[src/strid_pkg.sv]
/*
 * Shared constants for the SCSI test and response ID register group.
 * Assumes a 250 MHz system clock and APB word access at byte 4*index.
 */
package strid_pkg;
    localparam int ADDR_W = 12;
    localparam int IDX_W = 10;
    ////////////////////////////////////////////////////////////////////////
    // Register indices, byte address is four times the index
    localparam logic [9:0] IDX_IRQ_STAT = 10'h040;
    localparam logic [9:0] IDX_IRQ_EN = 10'h041;
    localparam logic [9:0] IDX_CHIP_ID = 10'h042;
    localparam logic [9:0] IDX_OCL = 10'h044;
    localparam logic [9:0] IDX_TIMER1 = 10'h049;
    localparam logic [9:0] IDX_RESP_LO = 10'h04A;
    localparam logic [9:0] IDX_RESP_HI = 10'h04B;
    localparam logic [9:0] IDX_STATUS = 10'h04C;
    localparam logic [9:0] IDX_DBL = 10'h04D;
    localparam logic [9:0] IDX_TCTL = 10'h04E;
    localparam logic [9:0] IDX_TCTLX = 10'h04F;
    localparam logic [9:0] IDX_ODL = 10'h054;
    localparam logic [9:0] IDX_ODL_HI = 10'h055;
    ////////////////////////////////////////////////////////////////////////
    // Field positions
    localparam int TC_OVERRIDE = 7;
    localparam int TC_OFS_CLR = 6;
    localparam int TC_DIF = 5;
    localparam int TC_LOOP = 4;
    localparam int TC_HIZ = 3;
    localparam int TC_WIDE = 2;
    localparam int TC_FILT = 1;
    localparam int TC_LOW = 0;
    localparam int TX_NEG = 7;
    localparam int TX_STR = 6;
    localparam int TX_HALT = 5;
    localparam int DB_EN = 3;
    localparam int DB_SEL = 2;
    localparam int TM_SCALE = 5;
    localparam int IRQ_GP = 1;
    localparam logic [7:0] RST_BYTE = 8'h00;
    localparam logic [15:0] RST_HALF = 16'h0000;
    // Control line order: rst req ack bsy sel atn msg cd io
    localparam logic [8:0] DIF_MASK = 9'h130;
    localparam logic [8:0] NEG_MASK = 9'h0C0;
    ////////////////////////////////////////////////////////////////////////
    // Timing
    localparam int CLK_PERIOD_NS = 4;
    localparam int GP_TICK_NS = 100000;
    localparam int GP_TICK_CYC = GP_TICK_NS / CLK_PERIOD_NS;
    localparam int SCALE_SHIFT = 4;
    localparam int GP_CNT_W = 19;
endpackage

[src/strid_tmr_if.sv]
/*
 * Link between the register group and its general purpose timer.
 * Assumes both ends share sys_clk_in.
 */
interface strid_tmr_if;
    logic [3:0] period;
    logic scale;
    logic run;
    logic expired;
    modport ctl (output period, output scale, output run, input expired);
    modport tmr (input period, input scale, input run, output expired);
endinterface
[src/strid_gp_timer.sv]
/*
 * General purpose timer in 100 us ticks, doubling per period code.
 * Assumes run is held for the whole timed interval.
 */
module strid_gp_timer #(
    parameter int TICK_CYC = strid_pkg::GP_TICK_CYC
) (
    input wire logic sys_clk_in,
    input wire logic nrst_in,
    strid_tmr_if.tmr t
);
    import strid_pkg::*;
    localparam int TW = $clog2(TICK_CYC + 1);
    logic [TW-1:0] tick_q;
    logic [GP_CNT_W-1:0] cnt_q;
    logic done_q;
    logic exp_q;
    wire active = t.run && (t.period != 4'h0);
    wire tick = (tick_q == TW'(TICK_CYC - 1));
    wire [GP_CNT_W-1:0] base = GP_CNT_W'(1) << (t.period - 4'h1);
    wire [GP_CNT_W-1:0] limit = t.scale ? (base << SCALE_SHIFT) : base;
    wire hit = active && tick && !done_q && (cnt_q + 1'b1 == limit);
    always_ff @(posedge sys_clk_in) begin
        if (!nrst_in || !active) begin
            tick_q <= '0;
            cnt_q <= '0;
            done_q <= 1'b0;
        end else begin
            tick_q <= tick ? '0 : tick_q + 1'b1;
            cnt_q <= (tick && !done_q) ? cnt_q + 1'b1 : cnt_q;
            done_q <= done_q | hit;
        end
    end
    always_ff @(posedge sys_clk_in) begin
        exp_q <= nrst_in && hit;
    end
    assign t.expired = exp_q;
endmodule // strid_gp_timer

[src/strid_prio.sv]
/*
 * Highest set bit encoder.
 * Assumes a purely combinational use by its parent.
 */
module strid_prio #(
    parameter int W = 16
) (
    input wire logic [W-1:0] vec_in,
    output logic hit_out,
    output logic [$clog2(W)-1:0] idx_out
);
    always_comb begin
        idx_out = '0;
        for (int i = 0; i < W; i++) begin
            if (vec_in[i]) begin
                idx_out = i[$clog2(W)-1:0];
            end
        end
    end
    assign hit_out = |vec_in;
endmodule // strid_prio

[src/strid_regs.sv]
/*
 * SCSI test, response ID and timer register group with APB slave.
 * Assumes the SCSI core supplies assert vectors, offset count and FIFO
 * word, and that pad and clock logic act on the control outputs.
 */
// How it works
// - Timer runs while enabled; expiry sets sticky flag, irq gated by bit 1
// - Period code 0 disables; 100 us doubling per code; scale multiplies by 16
// - Respond to selection on any ID set in the two response maps
// - Status bit 3 shows ready for selection, ignoring the settle delay
// - Status bit 2 shows own ID is highest during arbitration
// - Status bit 1 is live: offset count equals zero
// - Status bit 0 is live: offset count equals programmed maximum
// - Doubler powered by bit 3; bit 2 doubles only with bit 3
// - Doubler turns a 40-50 MHz clock into 80-100 MHz
// - Bits 1-0 hold parity of FIFO lanes last read via the latch
// - Override bit lets software drive every line except RST from the latches
// - Offset clear bit clears outstanding offset then clears itself
// - Differential bit tristates BSY, SEL and RST drivers
// - Loopback runs both roles; high-impedance bit floats every driver
// - Force-wide bit makes every information phase 16 bits wide
// - REQ/ACK glitch filter is 30 ns, or 60 ns when extended
// - Low-level mode stops DMA and fetches and blocks selection response
// - Active negation drives deasserted levels only in information phases
// - Test read of full latch unloads FIFO; high byte alone does not
// - Clock halt bit stops the divided SCSI clock cleanly
module strid_regs #(
    parameter int TICK_CYC = strid_pkg::GP_TICK_CYC
) (
    input wire logic sys_clk_in,
    input wire logic nrst_in,
    input wire logic psel_in,
    input wire logic penable_in,
    input wire logic pwrite_in,
    input wire logic [strid_pkg::ADDR_W-1:0] paddr_in,
    input wire logic [31:0] pwdata_in,
    input wire logic gp_timer_run_in,
    input wire logic sel_attempt_in,
    input wire logic bus_free_in,
    input wire logic arbitrating_in,
    input wire logic [15:0] bus_ids_in,
    input wire logic [3:0] offset_count_in,
    input wire logic [3:0] max_offset_in,
    input wire logic [15:0] fifo_word_in,
    input wire logic [1:0] fifo_par_in,
    input wire logic info_phase_in,
    input wire logic [8:0] core_ctl_assert_in,
    input wire logic [17:0] core_dat_assert_in,
    output logic pready_out,
    output logic [31:0] prdata_out,
    output logic pslverr_out,
    output logic gp_irq_out,
    output logic selected_out,
    output logic offset_clear_out,
    output logic fifo_unload_out,
    output logic doubler_power_on_out,
    output logic doubler_select_out,
    output logic scsi_clock_halt_out,
    output logic core_loopback_out,
    output logic force_wide_out,
    output logic filter_extend_out,
    output logic low_level_out,
    output logic [8:0] scsi_ctl_out,
    output logic [8:0] scsi_ctl_oe_out,
    output logic [17:0] scsi_dat_out,
    output logic [17:0] scsi_dat_oe_out
);
    import strid_pkg::*;
    ////////////////////////////////////////////////////////////////////////
    // Register state
    logic [7:0] resp_lo_q, resp_hi_q, tctl_q, ocl_q, timer1_q;
    logic [2:0] tctlx_q;
    logic [1:0] dbl_q, fpar_q;
    logic [3:0] chip_id_q, sel_id_q;
    logic gp_flag_q, gp_en_q, wait_q;
    logic [15:0] odl_q;
    strid_tmr_if tmr ();
    ////////////////////////////////////////////////////////////////////////
    // APB decode; one wait state so every answer comes from a flop
    wire [IDX_W-1:0] idx = paddr_in[ADDR_W-1:2];
    wire access = psel_in && penable_in;
    wire fire = access && wait_q;
    wire wr = fire && pwrite_in;
    wire rd = fire && !pwrite_in;
    wire hit_rlo = (idx == IDX_RESP_LO);
    wire hit_rhi = (idx == IDX_RESP_HI);
    wire hit_stat = (idx == IDX_STATUS);
    wire hit_dbl = (idx == IDX_DBL);
    wire hit_tctl = (idx == IDX_TCTL);
    wire hit_tctlx = (idx == IDX_TCTLX);
    wire hit_tim = (idx == IDX_TIMER1);
    wire hit_ist = (idx == IDX_IRQ_STAT);
    wire hit_ien = (idx == IDX_IRQ_EN);
    wire hit_cid = (idx == IDX_CHIP_ID);
    wire hit_ocl = (idx == IDX_OCL);
    wire hit_odl = (idx == IDX_ODL);
    wire hit_odh = (idx == IDX_ODL_HI);
    wire mapped = hit_rlo | hit_rhi | hit_stat | hit_dbl | hit_tctl
        | hit_tctlx | hit_tim | hit_ist | hit_ien | hit_cid | hit_ocl
        | hit_odl | hit_odh;
    wire [7:0] wb = pwdata_in[7:0];
    ////////////////////////////////////////////////////////////////////////
    // Selection, arbitration and offset status
    wire [15:0] resp_map = {resp_hi_q, resp_lo_q};
    wire [15:0] match = bus_ids_in & resp_map;
    wire sel_any;
    wire [3:0] sel_idx;
    wire arb_any;
    wire [3:0] arb_idx;
    strid_prio #(.W(16)) u_sel_prio (
        .vec_in(match),
        .hit_out(sel_any),
        .idx_out(sel_idx)
    );
    strid_prio #(.W(16)) u_arb_prio (
        .vec_in(bus_ids_in),
        .hit_out(arb_any),
        .idx_out(arb_idx)
    );
    wire low = tctl_q[TC_LOW];
    wire sel_hit = sel_attempt_in && sel_any && !low;
    wire sel_ready = bus_free_in && (resp_map != RST_HALF) && !low;
    wire arb_win = arbitrating_in && arb_any
        && (arb_idx == chip_id_q);
    wire ofs_zero = (offset_count_in == 4'h0);
    wire ofs_max = (offset_count_in == max_offset_in);
    wire [7:0] status = {sel_id_q, sel_ready, arb_win, ofs_zero, ofs_max};
    ////////////////////////////////////////////////////////////////////////
    // FIFO test read: full latch read unloads, high byte alone does not
    wire str_on = tctlx_q[TX_STR - 5];
    wire unload = rd && hit_odl && str_on;
    wire [15:0] odl_view = str_on ? fifo_word_in : odl_q;
    ////////////////////////////////////////////////////////////////////////
    // Read mux; reserved and unmapped bits read as zero
    wire [7:0] rb =
        hit_rlo ? resp_lo_q :
        hit_rhi ? resp_hi_q :
        hit_stat ? status :
        hit_dbl ? {4'h0, dbl_q, fpar_q} :
        hit_tctl ? tctl_q :
        hit_tctlx ? {tctlx_q, 5'h00} :
        hit_tim ? timer1_q :
        hit_ist ? {6'h00, gp_flag_q, 1'b0} :
        hit_ien ? {6'h00, gp_en_q, 1'b0} :
        hit_cid ? {4'h0, chip_id_q} :
        hit_ocl ? ocl_q :
        hit_odh ? odl_view[15:8] : RST_BYTE;
    wire [31:0] rdata = hit_odl ? {16'h0000, odl_view} : {24'h000000, rb};
    ////////////////////////////////////////////////////////////////////////
    // Line drive: override, differential, high impedance, negation
    wire ovr = tctl_q[TC_OVERRIDE];
    wire [8:0] ctl_asrt = ovr ? {1'b0, ocl_q} : core_ctl_assert_in;
    wire [17:0] dat_asrt = ovr
        ? {~^odl_q[15:8], ~^odl_q[7:0], odl_q} : core_dat_assert_in;
    wire neg = tctlx_q[TX_NEG - 5] && info_phase_in;
    wire hiz = tctl_q[TC_HIZ];
    wire [8:0] ctl_keep = (tctl_q[TC_DIF] ? ~DIF_MASK : 9'h1FF)
        & {9{!hiz}};
    wire [8:0] ctl_oe_d = (ctl_asrt | (neg ? NEG_MASK : 9'h000)) & ctl_keep;
    wire [17:0] dat_oe_d = (dat_asrt | {18{neg}}) & {18{!hiz}};
    ////////////////////////////////////////////////////////////////////////
    // Timer link
    assign tmr.period = timer1_q[3:0];
    assign tmr.scale = timer1_q[TM_SCALE];
    assign tmr.run = gp_timer_run_in;
    strid_gp_timer #(.TICK_CYC(TICK_CYC)) u_timer (
        .sys_clk_in(sys_clk_in),
        .nrst_in(nrst_in),
        .t(tmr)
    );
    wire flag_clr = wr && hit_ist && wb[IRQ_GP];
    ////////////////////////////////////////////////////////////////////////
    // APB handshake and read data
    always_ff @(posedge sys_clk_in) begin
        if (!nrst_in) begin
            wait_q <= 1'b0;
            pready_out <= 1'b0;
            pslverr_out <= 1'b0;
            prdata_out <= 32'h00000000;
        end else begin
            wait_q <= access && !wait_q;
            pready_out <= access && !wait_q;
            pslverr_out <= access && !wait_q && !mapped;
            prdata_out <= (access && !wait_q && !pwrite_in) ? rdata
                : 32'h00000000;
        end
    end
    ////////////////////////////////////////////////////////////////////////
    // Software registers; status bits take no writes
    always_ff @(posedge sys_clk_in) begin
        if (!nrst_in) begin
            resp_lo_q <= RST_BYTE;
            resp_hi_q <= RST_BYTE;
            tctl_q <= RST_BYTE;
            tctlx_q <= 3'h0;
            dbl_q <= 2'h0;
            timer1_q <= RST_BYTE;
            gp_en_q <= 1'b0;
            chip_id_q <= 4'h0;
            ocl_q <= RST_BYTE;
            odl_q <= RST_HALF;
        end else begin
            if (wr && hit_rlo) resp_lo_q <= wb;
            if (wr && hit_rhi) resp_hi_q <= wb;
            if (wr && hit_tctl) begin
                tctl_q <= wb;
            end else begin
                tctl_q[TC_OFS_CLR] <= 1'b0;
            end
            if (wr && hit_tctlx) tctlx_q <= wb[7:5];
            if (wr && hit_dbl) dbl_q <= wb[3:2];
            if (wr && hit_tim) timer1_q <= wb & 8'h3F;
            if (wr && hit_ien) gp_en_q <= wb[IRQ_GP];
            if (wr && hit_cid) chip_id_q <= wb[3:0];
            if (wr && hit_ocl) ocl_q <= wb;
            if (wr && hit_odl) odl_q <= pwdata_in[15:0];
            if (wr && hit_odh) odl_q[15:8] <= wb;
        end
    end
    ////////////////////////////////////////////////////////////////////////
    // Hardware status capture
    always_ff @(posedge sys_clk_in) begin
        if (!nrst_in) begin
            gp_flag_q <= 1'b0;
            sel_id_q <= 4'h0;
            fpar_q <= 2'h0;
        end else begin
            // Set wins over a same-cycle clear, so no expiry is lost
            gp_flag_q <= tmr.expired | (gp_flag_q & !flag_clr);
            if (sel_hit) sel_id_q <= sel_idx;
            if (unload) fpar_q <= fifo_par_in;
        end
    end
    ////////////////////////////////////////////////////////////////////////
    // Registered control outputs
    always_ff @(posedge sys_clk_in) begin
        if (!nrst_in) begin
            gp_irq_out <= 1'b0;
            selected_out <= 1'b0;
            offset_clear_out <= 1'b0;
            fifo_unload_out <= 1'b0;
            doubler_power_on_out <= 1'b0;
            doubler_select_out <= 1'b0;
            scsi_clock_halt_out <= 1'b0;
            core_loopback_out <= 1'b0;
            force_wide_out <= 1'b0;
            filter_extend_out <= 1'b0;
            low_level_out <= 1'b0;
            scsi_ctl_out <= 9'h1FF;
            scsi_ctl_oe_out <= 9'h000;
            scsi_dat_out <= 18'h3FFFF;
            scsi_dat_oe_out <= 18'h00000;
        end else begin
            gp_irq_out <= gp_flag_q && gp_en_q;
            selected_out <= sel_hit;
            offset_clear_out <= tctl_q[TC_OFS_CLR];
            fifo_unload_out <= unload;
            doubler_power_on_out <= dbl_q[DB_EN - 2];
            doubler_select_out <= dbl_q[DB_EN - 2] && dbl_q[DB_SEL - 2];
            scsi_clock_halt_out <= tctlx_q[TX_HALT - 5];
            core_loopback_out <= tctl_q[TC_LOOP];
            force_wide_out <= tctl_q[TC_WIDE];
            filter_extend_out <= tctl_q[TC_FILT];
            low_level_out <= low;
            // Asserted lines pull low; negated driven lines go high
            scsi_ctl_out <= ~ctl_asrt;
            scsi_ctl_oe_out <= ctl_oe_d;
            scsi_dat_out <= ~dat_asrt;
            scsi_dat_oe_out <= dat_oe_d;
        end
    end
endmodule // strid_regs

[config.mk]
export PLATFORM = sky130hd
export DESIGN_NAME = strid_regs
export DESIGN_NICKNAME = d
export VERILOG_FILES = /design/src/strid_pkg.sv /design/src/strid_tmr_if.sv /design/src/strid_gp_timer.sv /design/src/strid_prio.sv /design/src/strid_regs.sv
export SDC_FILE = /design/constraint.sdc
export NUM_CORES = 1
export LEC_CHECK = 0
export BUFFER_PORTS_ARGS = -buffer_cell sky130_fd_sc_hd__buf_2
export CAP_MARGIN = 20
export CORE_MARGIN = 5
export CORE_UTILIZATION = 54
export DETAILED_ROUTE_END_ITERATION = 10
export PLACE_DENSITY = 0.8
export REMOVE_ABC_BUFFERS = 1
export SLEW_MARGIN = 20
export SYNTH_ARGS = -nofsm -noshare
export SYNTH_HDL_FRONTEND = slang
export SYNTH_SLANG_ARGS = --single-unit
export TNS_END_PERCENT = 20
[constraint.sdc]
create_clock -name sys_clk_in -period 3.61 [get_ports sys_clk_in]
set_input_delay 0.361 -clock sys_clk_in [delete_from_list [all_inputs] [get_ports sys_clk_in]]
set_output_delay 0.361 -clock sys_clk_in [all_outputs]
set_load 0.05 [all_outputs]
**Yosys cells after proc, flatten, opt, wreduce, memory -nomap -nowiden**

Index checks and enable logic that the tools add are counted.

- Reductions and logical operators: 59
- Equal/unequal tests: 17
- Mux-type cells: 51
- Shifts and indexed selects: 1
- Bitwise logic cells: 23
- Add/sub/neg operators: 3

Operators with widths:

| kind | number |
|---|---|
| equality test 10 x 7 -> 1 bit (second input constant) | 13 |
| 2-to-1 mux 8 bit | 15 |
| 2-to-1 mux 4 bit | 16 |
| logical AND 1 bit | 37 |
| 2-to-1 mux 16 bit | 2 |
| OR reduction 16 bit | 2 |
| 2-to-1 mux 3 bit | 8 |
| adder 19 x 1 -> 19 bit (second input constant) | 1 |
| equality test 19 bit | 1 |
| 2-to-1 mux 19 bit | 1 |
| << shifter 1 x 4 -> 19 bit (first input constant) | 1 |
| AND 18 bit | 1 |
| AND 9 bit | 2 |
| 2-to-1 mux 18 bit | 1 |
| 2-to-1 mux 9 bit | 2 |
| NOT 18 bit | 1 |
| bitwise OR 18 bit | 1 |
| AND 16 bit | 1 |
| nonzero test 16 bit | 1 |
| XNOR reduction 8 bit | 2 |
| adder 15 x 1 -> 15 bit (second input constant) | 1 |
| equality test 15 bit (second input constant) | 1 |
| bitwise OR 1 bit | 14 |
| logical NOT 1 bit | 9 |
| 14 further kinds | 20 |

- Register bits: 206
- Input port bits: 123
- Word-level logic and storage cells: 192
- Output and inout port bits: 99

**Logic depth before layout (Yosys ltp)**

- Word-level depth: 21
- Depth in mapped cells: 10

**Modules after synthesis**

Synthesis repeated with hierarchy kept, for this count alone.

- Cell total of the unflattened synthesis: 1125
- Area, all modules: 9421.5 um^2

Modules (own cells, without submodules):

| module | times used | sequential area each (um^2) | area an instance (um^2) | cells an instance |
|---|---|---|---|---|
| strid_regs | 1 | 3083.0 | 6678.9 | 761 |
| strid_gp_timer | 1 | 720.7 | 2402.3 | 308 |
| strid_prio | 2 | 0.0 | 170.2 | 28 |

**Least setup slack after synthesis**

Ideal clock, no wire load.

- Kind: flip-flop to flip-flop
- Start: register u_timer.tick_q[12]
- End: register u_timer.cnt_q[8]
- Arrival time: 2.391 ns
- Library setup time: 0.128 ns
- Cell stages (with the launch flop): 10
- Data required time: 3.482 ns
- Setup slack: 1.091 ns
- Cell sequence: dfxtp_1 or4b_1 or4_4 or4_4 buf_6 inv_6 and3_1 nand3_1 xor2_1 nor2_1

- Cells in the longest elaborated chain, start to end: 2

RTL lines:

| what | RTL line | text |
|---|---|---|
| from (decl) | strid_gp_timer.sv:14 | `logic [TW-1:0] tick_q;` |
| from (signal assigned) | strid_gp_timer.sv:29 | `tick_q <= tick ? '0 : tick_q + 1'b1;` |
| equality test 15 bit | strid_gp_timer.sv:19 | `wire tick = (tick_q == TW'(TICK_CYC - 1));` |
| logical AND 1 bit | strid_gp_timer.sv:30 | `cnt_q <= (tick && !done_q) ? cnt_q + 1'b1 : cnt_q;` |
| to (signal assigned) | strid_gp_timer.sv:30 |  |
| to (decl) | strid_gp_timer.sv:15 | `logic [GP_CNT_W-1:0] cnt_q;` |

No other way between the ends.
A chain may end at the register's enable or synchronous reset.

**Final worst setup path**

- Start: register timer1_q[2]
- End: register u_timer.done_q

- Cells in the longest elaborated chain, start to end: 6

RTL lines:

| what | RTL line | text |
|---|---|---|
| from (decl) | strid_regs.sv:71 | `logic [7:0] resp_lo_q, resp_hi_q, tctl_q, ocl_q, timer1_q;` |
| from (signal assigned) | strid_regs.sv:212 | `if (wr && hit_tim) timer1_q <= wb & 8'h3F;` |
| subtractor 4 x 1 -> 4 bit / nonzero test 4 bit (equally long branches) | strid_gp_timer.sv:20, strid_gp_timer.sv:18 |  |
| << shifter 1 x 4 -> 19 bit / logical AND 1 bit (equally long branches) | strid_gp_timer.sv:20, strid_gp_timer.sv:18 |  |
| 2-to-1 mux 19 bit / logical AND 1 bit (equally long branches) | strid_gp_timer.sv:21, strid_gp_timer.sv:22 |  |
| equality test 19 bit / logical AND 1 bit (equally long branches) | strid_gp_timer.sv:22 | `wire hit = active && tick && !done_q && (cnt_q + 1'b1 == limit);` |
| logical AND 1 bit | strid_gp_timer.sv:22 |  |
| bitwise OR 1 bit | strid_gp_timer.sv:31 | `done_q <= done_q \| hit;` |
| to (signal assigned) | strid_gp_timer.sv:31 |  |
| to (decl) | strid_gp_timer.sv:16 | `logic done_q;` |

Parallel ways exist; a longest one is shown, timed or not.

==> qor.csv <==
metric;value;unit
outcome;finished, final reports clean;
setup repair after global routing missed its margin;no;
Cell Area, Synth;9280;um^2
GRT Residual Overflow;0;
buffering stage count on the worst path with inverters included;0;
row count;48;
area of the multi-input gates;5060;um^2
Clock Skews;0.0105;ns
unique cell type count in the Yosys netlist;68;
TritonCTS clock tree;built;
capturing element of the worst setup path;u_timer.done_q;
startpoint types;flip-flop;
hold bufs inserted after CTS;0;
maximum number of pins on one net before global-route repair;38;
Skew-Pair Late Insertion Delay;0.44;ns
Hold Crit Class;in -> reg;
final hold violation count;0;
die area;19900;um^2
area taken by flip-flops and latches;3800;um^2
CP arrival;3.23;ns
Placed Area;10300;um^2
EDFF count, synth;0;
endpoint type of the worst setup path;flip-flop;
Post-synth ARST share;0;%
worst reg-to-reg path cell count;8;
startpoint of the worst setup timing path;timer1_q[2];
R2R Setup Slk;0.75;ns
filler instances;1460;
portion of the clock cycle consumed by the worst path in the final layout;79.3;%
time the final worst path needs with I/O delays and setup;2.86;ns
number of buffers between clock root and the deepest sink;2;
Syn. warnings;0;
Clk Tree Root Cell;sky130_fd_sc_hd__clkbuf_16;
reg-to-reg endpoint;u_timer.done_q;
first-pass iteration count of the detailed router;5;
Post-Syn Instances;1115;
WS Path Type;reg -> reg;
series of cell instances along the critical path;xnor2_1 -> a2111oi_0 -> a21o_1 -> a21oi_1 -> o21a_1 -> a2111oi_0 -> nand4_1 -> a21oi_1;
CTS clk-pin slew, worst paths;0.07;ns
Layout Cell Area excl Fill;10900;um^2
leak pwr;0.00427;uW
power per standard cell area;401;nW/um^2
TritonCTS Sinks;190;
global placer's final weighted congestion;0.966;
FF+latch count, synth;190;
initial cell density of the core;54.4;%
Tightest Pin Transition;0.821;ns
Post-Syn Area per Cell;8.32;um^2
DR vias;8768;
cts bufs inserted;17;
Maximum Capacitance Violations;0;
hpwl dp;19900;um
register area share after synthesis;41.0;%
number of remaining DRC errors;0;
CP max FO;14;
average wire length per cell after detail routing;18.1;um
Slew Limit Fails;0;
master of the slowest instance on the critical path;sky130_fd_sc_hd__dfxtp_1;
count of final setup violators;0;
H-tree lvl count;4;
Die X-Extent;141;um
Fmax achieved;349;MHz
global-route wire length before repair;42900;um
number of global-route vias before repair;8213;
drt total wl;27300;um
hold wc startpoint;core_ctl_assert_in[8];
antenna violations before repair;5;
leading register cell type out of synthesis;sky130_fd_sc_hd__dfxtp_1;
Iteration-0 DRC Markers;788;
fraction of final layout cells sized beyond drive strength 1;20.4;%
total of buffers placed on input and output ports;187;
total track usage;26.7;%
Core Footprint;17100;um^2
Final TNS setup;0;ns
WP data required;3.98;ns
Worst path depth;8;
delay of the slowest critical-path stage;0.64;ns
post-cts resize count;0;
top cell family by delay on the critical path;compound AO/OA/AOI/OAI gates;
Max transition margin;45.2;%
count of boundary I/O pins;222;
start of the worst register-to-register path;timer1_q[2];
Nets;1391;
Post-CTS Setup Repair Bufs;0;
Worst VDD drop;0.343;mV
die height;141;um
drt via density;5.82;
Area Growth Syn to Fin;17.2;%
post-route ant nets;0;
## worst min path at each step
| stage | end | slack, ns | cells past startpoint |
|---|---|---|---|
| 2_1_floorplan | gp_flag_q | 0.41 | 2 |
| 3_3_place_gp | gp_flag_q | 0.42 | 2 |
| 3_5_place_dp | gp_flag_q | 0.43 | 2 |
| 4_1_cts | scsi_ctl_out[8] | 0.13 | 2 |
| 5_1_grt | scsi_ctl_out[8] | 0.14 | 2 |
| 6_report | scsi_ctl_out[8] | 0.14 | 2 |
## final cells by class
type | instances | share of cell area, %
Multi-Input combinational cell | 831 | 46.5
Clock buffer | 17 | 3.91
Sequential cell | 190 | 35.0
Tap cell | 225 | 2.59
Clock inverter | 15 | 1.39
Antenna cell | 2 | 0.0460
Inverter | 22 | 0.805
Timing Repair Buffer | 204 | 9.78
## metrics by stage
step                power, uW  std cells  worst slack, ns  util [%]  hold slack, ns
floorplan                2420       1043            0.364         -           0.413
global placement         2590       1472            0.871      60.3           0.422
detailed placement       2590       1472            0.783      60.3           0.426
CTS                      4390       1504            0.772      63.7           0.127
global route             4500       1506            0.584      63.8           0.139
finish                   4360       1506            0.746      63.8           0.140
## flip-flops by register name (all words and copies together) (netlist names), 2 cells and up
| signal | cells |
|---|---|
| u_timer.cnt_q | 19 |
| scsi_dat_oe_out | 18 |
| scsi_dat_out | 18 |
| odl_q | 16 |
| prdata_out | 16 |
| u_timer.tick_q | 15 |
| scsi_ctl_oe_out | 9 |
| scsi_ctl_out | 9 |
| ocl_q | 8 |
| resp_hi_q | 8 |
| resp_lo_q | 8 |
| tctl_q | 8 |
| timer1_q | 6 |
| chip_id_q | 4 |
| sel_id_q | 4 |
| tctlx_q | 3 |
| dbl_q | 2 |
| fpar_q | 2 |
## per-layer routing
| metal | vias up | routed length (um) | global-route usage [%] |
|---|---|---|---|
| li1 | 4180 | - | - |
| met1 | 4097 | 11100 | 33.8 |
| met2 | 406 | 12600 | 44.0 |
| met3 | 79 | 2470 | 6.38 |
| met4 | 6 | 999 | 10.9 |
| met5 | - | 34 | 0 |
## cells in the final DEF, fill, tap and decap left out, drive strengths merged, types with 5 or more instances in the layout
cell    instances
buf           204
dfxtp         190
nand2         116
nor2          112
a21oi         100
nand3          65
mux2i          63
xnor2          38
o21ai          37
nand2b         34
xor2           31
inv            27
nor3           23
or3            17
clkbuf         17
conb           16
nor4           15
nor2b          13
mux2           11
nand4          10
and2           10
and3           10
clkinv          9
nand3b          7
o22ai           7
a221oi          7
a22oi           7
o31ai           6
a211oi          6
and4            5
a31oi           5
a221o           5
## cells in the mapped netlist (6+ instances only)
master	n	area (um^2)
sky130_fd_sc_hd__dfxtp_1	190	3800
sky130_fd_sc_hd__nand2_1	115	432
sky130_fd_sc_hd__nor2_1	112	420
sky130_fd_sc_hd__a21oi_1	100	500
sky130_fd_sc_hd__clkbuf_1	67	251
sky130_fd_sc_hd__nand3_1	65	325
sky130_fd_sc_hd__mux2i_1	63	631
sky130_fd_sc_hd__xnor2_1	38	333
sky130_fd_sc_hd__o21ai_0	37	185
sky130_fd_sc_hd__nand2b_1	34	213
sky130_fd_sc_hd__xor2_1	31	272
sky130_fd_sc_hd__nor3_1	21	105
sky130_fd_sc_hd__inv_1	20	75.1
sky130_fd_sc_hd__or3_1	17	106
sky130_fd_sc_hd__buf_4	16	120
sky130_fd_sc_hd__nor2b_1	13	81.3
sky130_fd_sc_hd__nor4_1	12	75.1
sky130_fd_sc_hd__mux2_2	11	124
sky130_fd_sc_hd__and2_1	10	62.6
sky130_fd_sc_hd__and3_1	10	62.6
sky130_fd_sc_hd__nand4_1	10	62.6
sky130_fd_sc_hd__a221oi_1	7	61.3
sky130_fd_sc_hd__a22oi_1	7	52.6
sky130_fd_sc_hd__nand3b_1	7	52.6
sky130_fd_sc_hd__o22ai_1	7	43.8
sky130_fd_sc_hd__a211oi_1	6	45.0
sky130_fd_sc_hd__o31ai_1	6	45.0
## cells by family after synthesis
kind of cell,after synthesis,synth area share (%)
compound gates,217,14.4
fa+ha+maj,2,0.270
mux,74,8.13
flops,190,41.0
buf+inv,109,5.19
simple gates,453,24.4
other cells,1,0.0404
xor+xnor,69,6.52
## power breakdown
group | switching (uW) | internal (uW) | total (uW)
Clock | 891 | 919 | 1810
Sequential | 6.86 | 2130 | 2130
Combinational | 307 | 106 | 413
No activity file was read; power rests on OpenSTA's default activity.
